`src/core/chan_defines.svh`:
```
`ifndef CHAN_DEFINES_SVH
`define CHAN_DEFINES_SVH

// host register offsets
`define REG_CTRL      8'h00
`define REG_SESS      8'h04
`define REG_LEN       8'h08
`define REG_DATA      8'h0C
`define REG_STAT      8'h10
`define REG_SINFO     8'h14
`define REG_RX        8'h18

// control field positions
`define CTRL_START    0
`define CTRL_KIND     1
`define CTRL_RSP      2
`define CTRL_CLEAR    3

// session field positions
`define SESS_RETX     0
`define SESS_ABORT    1
`define SESS_DATA     2
`define SESS_ID_LO    6
`define SESS_REM_LO   8

// command coding
`define P1_TERMINATE  8'h04
`define P2_CMD_BLOCK  8'h80
`define P2_RSP_BLOCK  8'hA0
`define TAG_WRAP      8'h73
`define TAG_MASTER    8'h88
`define TAG_CONN      8'h8B
`define OBJ_VAL_LEN   8'h20
`define OBJ_SIZE      6'd34
`define TAG_XFER      8'h80
`define LEN_EXT       8'h81
`define LEN_SHORT_MAX 9'h07F
`define LC_MAX        9'h0FF

// status words
`define SW_OK         16'h9000
`define SW_MAC_ERR    16'h9862
`define SW1_ONGOING   8'h92
`define SW1_PROACTIVE 8'h91

`endif

```
`src/core/chan_pkg.sv`:
```
package chan_pkg;

  typedef enum {
    S_IDLE, S_CLA, S_INS, S_P1, S_P2, S_LC, S_TAG,
    S_LEN1, S_LEN2, S_BODY, S_LE, S_RESP, S_DONE
  } seq_e;

  typedef struct packed {
    logic [1:0] session;
    logic       data;
    logic       abort;
    logic       retx;
    logic [7:0] remain;
  } xfer_s;

  typedef struct packed {
    logic [7:0] p1;
    logic [7:0] p2;
    logic       has_lc;
    logic       has_le;
    logic       legal;
  } hdr_s;

  typedef struct packed {
    logic       ok;
    logic       mac_err;
    logic       ongoing;
    logic       proactive;
    logic       fail;
    logic       more;
    logic       retx;
    logic       proact;
    logic [1:0] session;
  } sw_s;

endpackage

```
`src/core/apdu_header.sv`:
```
`timescale 1ns/1ps
`include "chan_defines.svh"

module apdu_header (
  input  wire logic          kind_xfer,
  input  wire logic          term_rsp,
  input  wire chan_pkg::xfer_s req,
  input  wire logic          payload_ok,
  input  wire logic          payload_nz,
  input  wire logic          lc_ok,
  input  wire logic          zero_sent,
  input  wire logic          card_more,
  output chan_pkg::hdr_s     hdr
);

  always_comb begin
    hdr = '0;
    if (!kind_xfer) begin
      hdr.p1     = `P1_TERMINATE;
      hdr.p2     = term_rsp ? `P2_RSP_BLOCK : `P2_CMD_BLOCK;
      hdr.has_lc = !term_rsp;
      hdr.has_le = term_rsp;
      hdr.legal  = term_rsp || (payload_ok && lc_ok);
    end else begin
      // reserved bits zero, retransmit dropped when data present
      hdr.p1 = {req.session, 3'b000, req.data, req.abort,
                req.retx & ~req.data};
      hdr.p2     = req.remain;
      hdr.has_lc = req.data && !req.abort;
      hdr.has_le = !req.data && !req.abort;
      hdr.legal  = req.abort ||
                   (!(req.remain != 8'h00 && !req.data) &&
                    !(req.data && zero_sent && card_more) &&
                    (!req.data || (payload_nz && lc_ok)));
    end
  end

endmodule

```
`src/core/session_host.sv`:
```
`timescale 1ns/1ps
`include "chan_defines.svh"

// Operation
// - terminate: p2 80 sends, a0 fetches, payload wrapped in tag 73
// - terminate uses p1 04; lc on command blocks, le on response blocks
// - terminate payload: one master object alone or connection objects
// - master object: tag 88, length 32, 16 identity, 16 mac
// - connection object: tag 8b, length 32, 16 identity, 16 mac
// - transfer case follows data bit; abort makes it header only, no lc or le
// - p1 top bits pick one of four sessions; bits 5..3 zero
// - p1 bit2 data, bit1 abort, bit0 retransmit zero when data
// - p2 holds remaining blocks; nonzero demands data
// - after zero remaining, no new data while card still answers
// - either may abort; terminal abort discards transaction data
// - proactive 91 xx in other session; transfer resumes later
// - data bit clear: le only; data bit set: lc only
// - transfer payload is tag, length, value object
// - length one byte to 127, else 81 then one byte
module session_host #(
  parameter logic [7:0] CLA_BYTE = 8'h80,
  parameter logic [7:0] INS_MGMT = 8'h73,
  parameter logic [7:0] INS_XFER = 8'h75,
  parameter int         DEPTH    = 256,
  parameter int         RX_DEPTH = 256
) (
  input  wire logic        CLOCK,
  input  wire logic        SRST,
  input  wire logic        PSEL,
  input  wire logic        PENABLE,
  input  wire logic        PWRITE,
  input  wire logic [7:0]  PADDR,
  input  wire logic [31:0] PWDATA,
  output logic      [31:0] PRDATA,
  output logic             PREADY,
  output logic             PSLVERR,
  output logic             TX_VALID,
  output logic      [7:0]  TX_DATA,
  input  wire logic        TX_READY,
  input  wire logic        RX_VALID,
  input  wire logic [7:0]  RX_DATA,
  input  wire logic        RX_LAST
);

  ////////////////////////////////////////////////////////////////////////
  chan_pkg::seq_e  state_reg;
  chan_pkg::seq_e  state_next;
  chan_pkg::xfer_s req_reg;
  chan_pkg::hdr_s  hdr;
  chan_pkg::sw_s   sw;
  chan_pkg::sw_s   sw_reg;
  logic [7:0]  pay_mem [DEPTH];
  logic [7:0]  rx_mem  [RX_DEPTH];
  logic        kind_reg;
  logic        rsp_reg;
  logic [7:0]  le_reg;
  logic [8:0]  pay_cnt_reg;
  logic [5:0]  pos_reg;
  logic [7:0]  first_tag_reg;
  logic        bad_reg;
  logic [8:0]  idx_reg;
  logic [8:0]  rx_wr_reg;
  logic [8:0]  rx_rd_reg;
  logic [7:0]  sw1_reg;
  logic [7:0]  sw2_reg;
  logic [7:0]  first_rx_reg;
  logic        rejected_reg;
  logic [3:0]  zero_sent_reg;
  logic [3:0]  card_more_reg;
  logic        tx_valid_reg;
  logic [7:0]  tx_data_reg;
  logic [7:0]  byte_next;
  logic [31:0] prdata_reg;
  logic [31:0] rdata;
  logic        pready_reg;
  logic        pslverr_reg;
  logic        mapped;
  logic        acc;
  logic        wr;
  logic        payload_ok;
  logic        long_len;
  logic [8:0]  lc9;
  logic        lc_ok;
  logic        start;
  logic        tx_fire;

  assign PRDATA   = prdata_reg;
  assign PREADY   = pready_reg;
  assign PSLVERR  = pslverr_reg;
  assign TX_VALID = tx_valid_reg;
  assign TX_DATA  = tx_data_reg;

  ////////////////////////////////////////////////////////////////////////
  // apb slave: one wait state, answer on second access cycle
  assign acc = PSEL && PENABLE && pready_reg;
  assign wr  = acc && PWRITE && mapped;

  always_comb begin
    mapped = 1'b1;
    rdata  = 32'h0000_0000;
    case (PADDR)
      `REG_CTRL:  rdata = {29'h0, rsp_reg, kind_reg, 1'b0};
      `REG_SESS:  rdata = {16'h0, req_reg.remain, req_reg.session,
                           3'b000, req_reg.data, req_reg.abort,
                           req_reg.retx};
      `REG_LEN:   rdata = {24'h0, le_reg};
      `REG_DATA:  rdata = {23'h0, pay_cnt_reg};
      `REG_STAT:  rdata = {sw1_reg, sw2_reg, 4'h0, sw_reg.session,
                           sw_reg.proact, sw_reg.retx, sw_reg.more,
                           sw_reg.fail, sw_reg.proactive,
                           sw_reg.ongoing, sw_reg.mac_err, sw_reg.ok,
                           rejected_reg, state_reg != chan_pkg::S_IDLE};
      `REG_SINFO: rdata = {first_rx_reg[5:0] == 6'h00,
                           5'h00, first_rx_reg[7:6],
                           7'h00, rx_wr_reg, card_more_reg,
                           zero_sent_reg};
      `REG_RX:    rdata = {23'h0, rx_rd_reg != rx_wr_reg,
                           rx_mem[rx_rd_reg[$clog2(RX_DEPTH)-1:0]]};
      default:    mapped = 1'b0;
    endcase
  end

  always_ff @(posedge CLOCK) begin
    if (SRST) begin
      pready_reg  <= 1'b0;
      prdata_reg  <= 32'h0000_0000;
      pslverr_reg <= 1'b0;
    end else begin
      pready_reg  <= PSEL && PENABLE && !pready_reg;
      if (PSEL && PENABLE && !pready_reg) begin
        prdata_reg  <= rdata;
        pslverr_reg <= !mapped;
      end else begin
        pslverr_reg <= 1'b0;
      end
    end
  end

  ////////////////////////////////////////////////////////////////////////
  // configuration registers
  always_ff @(posedge CLOCK) begin
    if (SRST) begin
      kind_reg <= 1'b0;
      rsp_reg  <= 1'b0;
      req_reg  <= '0;
      le_reg   <= 8'h00;
    end else if (wr && state_reg == chan_pkg::S_IDLE) begin
      case (PADDR)
        `REG_CTRL: begin
          kind_reg <= PWDATA[`CTRL_KIND];
          rsp_reg  <= PWDATA[`CTRL_RSP];
        end
        `REG_SESS: begin
          req_reg.retx    <= PWDATA[`SESS_RETX];
          req_reg.abort   <= PWDATA[`SESS_ABORT];
          req_reg.data    <= PWDATA[`SESS_DATA];
          req_reg.session <= PWDATA[`SESS_ID_LO+1:`SESS_ID_LO];
          req_reg.remain  <= PWDATA[`SESS_REM_LO+7:`SESS_REM_LO];
        end
        `REG_LEN: le_reg <= PWDATA[7:0];
        default: ;
      endcase
    end
  end

  assign start = wr && PADDR == `REG_CTRL && PWDATA[`CTRL_START] &&
                 state_reg == chan_pkg::S_IDLE;

  ////////////////////////////////////////////////////////////////////////
  // payload buffer with object structure check
  always_ff @(posedge CLOCK) begin
    if (SRST || (wr && PADDR == `REG_CTRL && PWDATA[`CTRL_CLEAR])) begin
      pay_cnt_reg   <= 9'h000;
      pos_reg       <= 6'h00;
      first_tag_reg <= 8'h00;
      bad_reg       <= 1'b0;
    end else if (wr && PADDR == `REG_DATA &&
                 state_reg == chan_pkg::S_IDLE) begin
      if (pay_cnt_reg < 9'(DEPTH)) begin
        pay_mem[pay_cnt_reg[$clog2(DEPTH)-1:0]] <= PWDATA[7:0];
        pay_cnt_reg <= pay_cnt_reg + 9'h001;
      end else begin
        bad_reg <= 1'b1;
      end
      pos_reg <= (pos_reg == `OBJ_SIZE - 6'd1) ? 6'h00 : pos_reg + 6'd1;
      if (pos_reg == 6'h00) begin
        if (pay_cnt_reg == 9'h000) begin
          first_tag_reg <= PWDATA[7:0];
        end
        if ((PWDATA[7:0] != `TAG_MASTER && PWDATA[7:0] != `TAG_CONN) ||
            (pay_cnt_reg != 9'h000 &&
             (PWDATA[7:0] != first_tag_reg ||
              first_tag_reg == `TAG_MASTER))) begin
          bad_reg <= 1'b1;
        end
      end
      if (pos_reg == 6'd1 && PWDATA[7:0] != `OBJ_VAL_LEN) begin
        bad_reg <= 1'b1;
      end
    end
  end

  assign payload_ok = !bad_reg && pos_reg == 6'h00 &&
                      pay_cnt_reg != 9'h000 &&
                      (first_tag_reg == `TAG_CONN ||
                       pay_cnt_reg == {3'b000, `OBJ_SIZE});
  assign long_len = pay_cnt_reg > `LEN_SHORT_MAX;
  assign lc9      = pay_cnt_reg + (long_len ? 9'd3 : 9'd2);
  assign lc_ok    = pay_cnt_reg <= `LC_MAX && lc9 <= `LC_MAX;

  apdu_header u_hdr (
    .kind_xfer  (start ? PWDATA[`CTRL_KIND] : kind_reg),
    .term_rsp   (start ? PWDATA[`CTRL_RSP] : rsp_reg),
    .req        (req_reg),
    .payload_ok (payload_ok),
    .payload_nz (pay_cnt_reg != 9'h000),
    .lc_ok      (lc_ok),
    .zero_sent  (zero_sent_reg[req_reg.session]),
    .card_more  (card_more_reg[req_reg.session]),
    .hdr        (hdr)
  );

  ////////////////////////////////////////////////////////////////////////
  // command byte sequencer
  assign tx_fire = tx_valid_reg && TX_READY;

  always_comb begin
    state_next = state_reg;
    byte_next  = 8'h00;
    case (state_reg)
      chan_pkg::S_CLA: begin
        state_next = chan_pkg::S_INS;
        byte_next  = kind_reg ? INS_XFER : INS_MGMT;
      end
      chan_pkg::S_INS: begin
        state_next = chan_pkg::S_P1;
        byte_next  = hdr.p1;
      end
      chan_pkg::S_P1: begin
        state_next = chan_pkg::S_P2;
        byte_next  = hdr.p2;
      end
      chan_pkg::S_P2: begin
        if (hdr.has_lc) begin
          state_next = chan_pkg::S_LC;
          byte_next  = lc9[7:0];
        end else if (hdr.has_le) begin
          state_next = chan_pkg::S_LE;
          byte_next  = le_reg;
        end else begin
          state_next = chan_pkg::S_RESP;
        end
      end
      chan_pkg::S_LC: begin
        state_next = chan_pkg::S_TAG;
        byte_next  = kind_reg ? `TAG_XFER : `TAG_WRAP;
      end
      chan_pkg::S_TAG: begin
        if (long_len) begin
          state_next = chan_pkg::S_LEN1;
          byte_next  = `LEN_EXT;
        end else begin
          state_next = chan_pkg::S_LEN2;
          byte_next  = pay_cnt_reg[7:0];
        end
      end
      chan_pkg::S_LEN1: begin
        state_next = chan_pkg::S_LEN2;
        byte_next  = pay_cnt_reg[7:0];
      end
      chan_pkg::S_LEN2: begin
        state_next = chan_pkg::S_BODY;
        byte_next  = pay_mem[0];
      end
      chan_pkg::S_BODY: begin
        if (idx_reg + 9'h001 >= pay_cnt_reg) begin
          state_next = chan_pkg::S_RESP;
        end else begin
          byte_next = pay_mem[idx_reg[$clog2(DEPTH)-1:0] + 1'b1];
        end
      end
      chan_pkg::S_LE: state_next = chan_pkg::S_RESP;
      default: ;
    endcase
  end

  always_ff @(posedge CLOCK) begin
    if (SRST) begin
      state_reg    <= chan_pkg::S_IDLE;
      tx_valid_reg <= 1'b0;
      tx_data_reg  <= 8'h00;
      idx_reg      <= 9'h000;
    end else begin
      case (state_reg)
        chan_pkg::S_IDLE: begin
          if (start && hdr.legal) begin
            state_reg    <= chan_pkg::S_CLA;
            tx_valid_reg <= 1'b1;
            tx_data_reg  <= CLA_BYTE;
            idx_reg      <= 9'h000;
          end
        end
        chan_pkg::S_RESP: begin
          if (RX_VALID && RX_LAST) begin
            state_reg <= chan_pkg::S_DONE;
          end
        end
        chan_pkg::S_DONE: state_reg <= chan_pkg::S_IDLE;
        default: begin
          if (tx_fire) begin
            state_reg    <= state_next;
            tx_data_reg  <= byte_next;
            tx_valid_reg <= state_next != chan_pkg::S_RESP;
            if (state_reg == chan_pkg::S_BODY) begin
              idx_reg <= idx_reg + 9'h001;
            end
          end
        end
      endcase
    end
  end

  always_ff @(posedge CLOCK) begin
    if (SRST) begin
      rejected_reg <= 1'b0;
    end else if (start) begin
      rejected_reg <= !hdr.legal;
    end
  end

  ////////////////////////////////////////////////////////////////////////
  // response capture and status word decode
  always_ff @(posedge CLOCK) begin
    if (SRST || (wr && PADDR == `REG_CTRL && PWDATA[`CTRL_CLEAR])) begin
      rx_wr_reg    <= 9'h000;
      rx_rd_reg    <= 9'h000;
      sw1_reg      <= 8'h00;
      sw2_reg      <= 8'h00;
      first_rx_reg <= 8'h00;
    end else begin
      if (start) begin
        rx_wr_reg <= 9'h000;
        rx_rd_reg <= 9'h000;
      end else if (state_reg == chan_pkg::S_RESP && RX_VALID) begin
        if (rx_wr_reg < 9'(RX_DEPTH)) begin
          rx_mem[rx_wr_reg[$clog2(RX_DEPTH)-1:0]] <= RX_DATA;
          rx_wr_reg <= rx_wr_reg + 9'h001;
        end
        if (rx_wr_reg == 9'h000) begin
          first_rx_reg <= RX_DATA;
        end
        sw1_reg <= sw2_reg;
        sw2_reg <= RX_DATA;
      end else if (acc && !PWRITE && PADDR == `REG_RX &&
                   rx_rd_reg != rx_wr_reg) begin
        rx_rd_reg <= rx_rd_reg + 9'h001;
      end
    end
  end

  sw_decode u_sw (
    .sw1 (sw1_reg),
    .sw2 (sw2_reg),
    .sw  (sw)
  );

  always_ff @(posedge CLOCK) begin
    if (SRST) begin
      sw_reg <= '0;
    end else if (state_reg == chan_pkg::S_DONE) begin
      sw_reg <= sw;
    end
  end

  ////////////////////////////////////////////////////////////////////////
  // per-session transfer tracking
  for (genvar s = 0; s < 4; s++) begin : g_sess
    logic mine;
    assign mine = kind_reg && req_reg.session == 2'(s);
    always_ff @(posedge CLOCK) begin
      if (SRST) begin
        zero_sent_reg[s] <= 1'b0;
        card_more_reg[s] <= 1'b0;
      end else if (state_reg == chan_pkg::S_DONE) begin
        if (mine && req_reg.abort) begin
          zero_sent_reg[s] <= 1'b0;
          card_more_reg[s] <= 1'b0;
        end else begin
          if (mine && req_reg.data && req_reg.remain == 8'h00) begin
            zero_sent_reg[s] <= 1'b1;
          end
          if (sw.ongoing && sw.session == 2'(s)) begin
            card_more_reg[s] <= sw.more;
            if (!sw.more && !(mine && req_reg.data)) begin
              zero_sent_reg[s] <= 1'b0;
            end
          end
        end
      end
    end
  end

endmodule

```
`src/core/sw_decode.sv`:
```
`timescale 1ns/1ps
`include "chan_defines.svh"

module sw_decode (
  input  wire logic [7:0] sw1,
  input  wire logic [7:0] sw2,
  output chan_pkg::sw_s   sw
);

  always_comb begin
    sw           = '0;
    sw.ok        = {sw1, sw2} == `SW_OK;
    sw.mac_err   = {sw1, sw2} == `SW_MAC_ERR;
    sw.ongoing   = sw1 == `SW1_ONGOING;
    sw.proactive = sw1 == `SW1_PROACTIVE;
    sw.fail      = !sw.ok && !sw.ongoing && !sw.proactive;
    sw.more      = sw.ongoing & sw2[7];
    sw.retx      = sw.ongoing & sw2[4];
    sw.proact    = sw.ongoing & sw2[3];
    sw.session   = sw2[2:1];
  end

endmodule

```
`config.mk`:
```
export PLATFORM = sky130hd
export DESIGN_NAME = session_host
export DESIGN_NICKNAME = d
export VERILOG_FILES = /design/src/core/chan_pkg.sv /design/src/core/apdu_header.sv /design/src/core/session_host.sv /design/src/core/sw_decode.sv
export VERILOG_INCLUDE_DIRS = /design/src /design/src/core
export SDC_FILE = /design/constraint.sdc
export NUM_CORES = 2
export LEC_CHECK = 0
export ABC_AREA = 1
export BUFFER_PORTS_ARGS = -buffer_cell sky130_fd_sc_hd__buf_2
export CAP_MARGIN = 30
export CORE_ASPECT_RATIO = 0.9
export CORE_MARGIN = 4
export CORE_UTILIZATION = 25
export DETAILED_ROUTE_END_ITERATION = 16
export PLACE_DENSITY = 0.39
export SLEW_MARGIN = 20
export SYNTH_ARGS = -nofsm -noshare
export SYNTH_HDL_FRONTEND = slang
export SYNTH_SLANG_ARGS = --single-unit
export TNS_END_PERCENT = 100
```
`constraint.sdc`:
```
create_clock -name CLOCK -period 6.6 [get_ports CLOCK]
set_input_delay 1.32 -clock CLOCK [delete_from_list [all_inputs] [get_ports CLOCK]]
set_output_delay 1.32 -clock CLOCK [all_outputs]
set_load 0.01 [all_outputs]
```
==> results.cfg <==
[status]
outcome = completed

[hold_path]
hold_class = register to register
min_from = state_reg[18]

[power]
power.internal_uw = 46200
power.switching_uw = 17900
swShare = 0.279
p_leak_uw = 0.0654
powerDensity_mw_per_mm2 = 321
finalPower_uw = 64100
peakVddDrop_mv = 0.379
comb_power_share = 0.135
power_frac_clock = 0.398
p_seq_frac = 0.467

[global_route]
track_usage = 0.160
grt_pass1_vias = 111021
grt_max_degree = 163
antenna_found_initial = 37
grt_pass1_wl_um = 839000
grt_overflow = 0

[clock_tree]
cts.path.max_buffers = 4
cts_tree = done
clock-sinks = 4296
cts_resized = 0
cts.hold.buffers_added = 0
htreeDepth = 5
cts.clk_slew.worst_paths_ps = 60
clock_latency_ps = 1040
numCtsBuffers = 457
cts_root_buf = clkbuf_16
post_cts_buffers = 0

[sta]
timing.final.ws_setup_ps = 898
period_needed_ps = 5700
setup_viol = 0
hold_viol = 0
worst_pin_slew_ps = 1220
finalClockSkew_ps = 77.7
fin_crit_sh = 0.864
fmax_mhz = 175
rsz0062_at_grt = no
finalMaxSlewViolations = 0
slew_headroom = 0.189

[setup_path]
crit_start = PADDR[5]
critPathCaptureType = register
regToRegStartpoint = state_reg[16]
start_kind = primary input
path_max_fanout = 16
cp.arrival_ps = 6320
required_ps = 7220
criticalPathCategory = primary input to register

[place]
place_area_mm2 = 0.185
portBuffers = 82
place_congestion = 0.840
dp_slack_ps = -193
hpwl_um = 343000
dpl.cell_count = 23400

[cells_and_area]
synthToLayoutAreaGrowth_pct = 14.7
final_cells = 24264
utilization = 0.288
final_nets = 14748
postLayoutCellArea_mm2 = 0.200
fill_cells = 71412
drive_gt1_frac = 0.0729

[synthesis]
yosysSeqAreaShare = 0.729
synth-main-ff-cell = edfxtp_1
netlist_area_mm2 = 0.174
ys_ff_latch = 4296
yosys_warnings = 0
synthCells = 14867
post_synth.cell_area_avg_um2 = 11.7
synth_edf_count = 4096
async_flop_share = 0
synthesis.nets = 14949
synth.distinct_cells = 56

[die]
die_h_um = 800
die_w_um = 888
initial_core_util = 0.251
core_mm2 = 0.694
core.rowCount = 290
top_level_ports = 99
die_area_mm2 = 0.711

[detailed_routing]
drt_wl_total_um = 591000
drc = 0
ant_nets = 0
wire_per_inst_um = 24.3
firstDrtPassIters = 6
drt_iter0_drc = 9929
via_count = 114232
via_per_inst = 4.71

[run]
max_cap_violations = 0
[cells in the final DEF (no fill, tap or decap), types with 53 or more instances in the layout]
cell / Yosys / layout
dfxtp_1: 200 / 194
edfxtp_1: 4096 / 4096
o22ai_1: 529 / 529
buf_4: 5 / 201
nand3_1: 2624 / 2610
clkinv_1: 8 / 128
nor3_1: 56 / 53
nand2_1: 2859 / 2848
nor2_1: 1761 / 1757
inv_1: 226 / 217
a21oi_1: 142 / 142
buf_2: 211 / 65
clkbuf_1: 696 / 106
buf_12: 0 / 67
clkbuf_16: 0 / 461
o21ai_0: 1115 / 1115
clkinv_2: 0 / 84
[synth_stat cells, types with 7 or more instances]
cell type / n / area (um^2)
nand4_1: 31 / 194
clkbuf_1: 696 / 2610
o21ai_1: 13 / 65.1
buf_1: 99 / 372
a211oi_1: 15 / 113
nand3_1: 2624 / 13100
nor2_4: 8 / 90.1
nand3_2: 7 / 70.1
nor2_1: 1761 / 6610
dfxtp_1: 200 / 4000
a221oi_1: 10 / 87.6
o21ai_0: 1115 / 5580
clkinv_1: 8 / 30.0
xor2_1: 17 / 149
inv_2: 10 / 37.5
o22ai_1: 529 / 3310
ha_1: 26 / 325
nand2_2: 13 / 81.3
inv_1: 226 / 848
a21oi_1: 142 / 711
a31oi_1: 9 / 56.3
nand2_1: 2859 / 10700
edfxtp_1: 4096 / 123000
nor4_1: 12 / 75.1
nor3_1: 56 / 280
buf_2: 211 / 1060
[routing by layer]
metal  track usage  vias up  wire [um]
met1         0.233    57707     280000
met2         0.254     2716     269000
met3        0.0199      691      28300
met5             0        -         36
met4        0.0351        4      13300
li1              -    53114          -
[cell families (layout without fill, tap and decap cells)]
kind of cell | after synthesis | in the layout | synth area share
buf+inv | 1261 | 1446 | 0.0290
compound gates | 1858 | 1858 | 0.0582
flops | 4296 | 4296 | 0.729
other cells | 0 | 14 | 0
fa+ha+maj | 26 | 26 | 0.00187
simple gates | 7404 | 7404 | 0.181
xor+xnor | 22 | 22 | 0.00111
[metrics by stage]
stage / hold slack (ps) / TNS (ps)
global placement: 419 / -27670
CTS: 416 / 0
finish: 423 / 0
detailed placement: 414 / -24260
global route: 435 / 0
floorplan: 403 / 0
[worst paths after layout]
path | cells past startpoint | slack [ps] | to
hold / removal | 2 | 420 | state_reg[18]
setup reg to reg | 12 | 1350 | rx_mem[18][6]
setup / recovery | 13 | 900 | rx_mem[18][6]
hold reg to reg | 2 | 420 | state_reg[18]
[power groups by stage]
stage	Clock [uW]	Combinational [uW]	Sequential, uW
2_1_floorplan	0	4590	30500
3_3_place_gp	0	8800	30500
3_5_place_dp	0	8790	30500
4_1_cts	26100	8800	30000
5_1_grt	27300	9310	29900
6_report	25500	8680	30000
[critical path, stage by stage]
cell and delay, ps:
buf_2 310, nor2_1 90, nand2_1 160, nor2_1 200, nor2_1 180, nand3_2 330
nand4_1 200, nand2_1 100, nor2_1 660, nand2_2 480, nor3_2 580, nand2_1 680
nor2_1 930
[area by class of cell]
cell class / instances / area, um^2 / share of cell area
multi-input cells: 9310 / 42500 / 0.212
clock inverters: 277 / 2480 / 0.0124
flip-flops and latches: 4296 / 127000 / 0.635
repair buffers: 356 / 3550 / 0.0177
well taps: 9198 / 11500 / 0.0575
clock buffers: 568 / 11900 / 0.0597
diodes: 14 / 35.0 / 0.000175
inverters: 245 / 980 / 0.00490
Power figures use the tool's default switching activity.
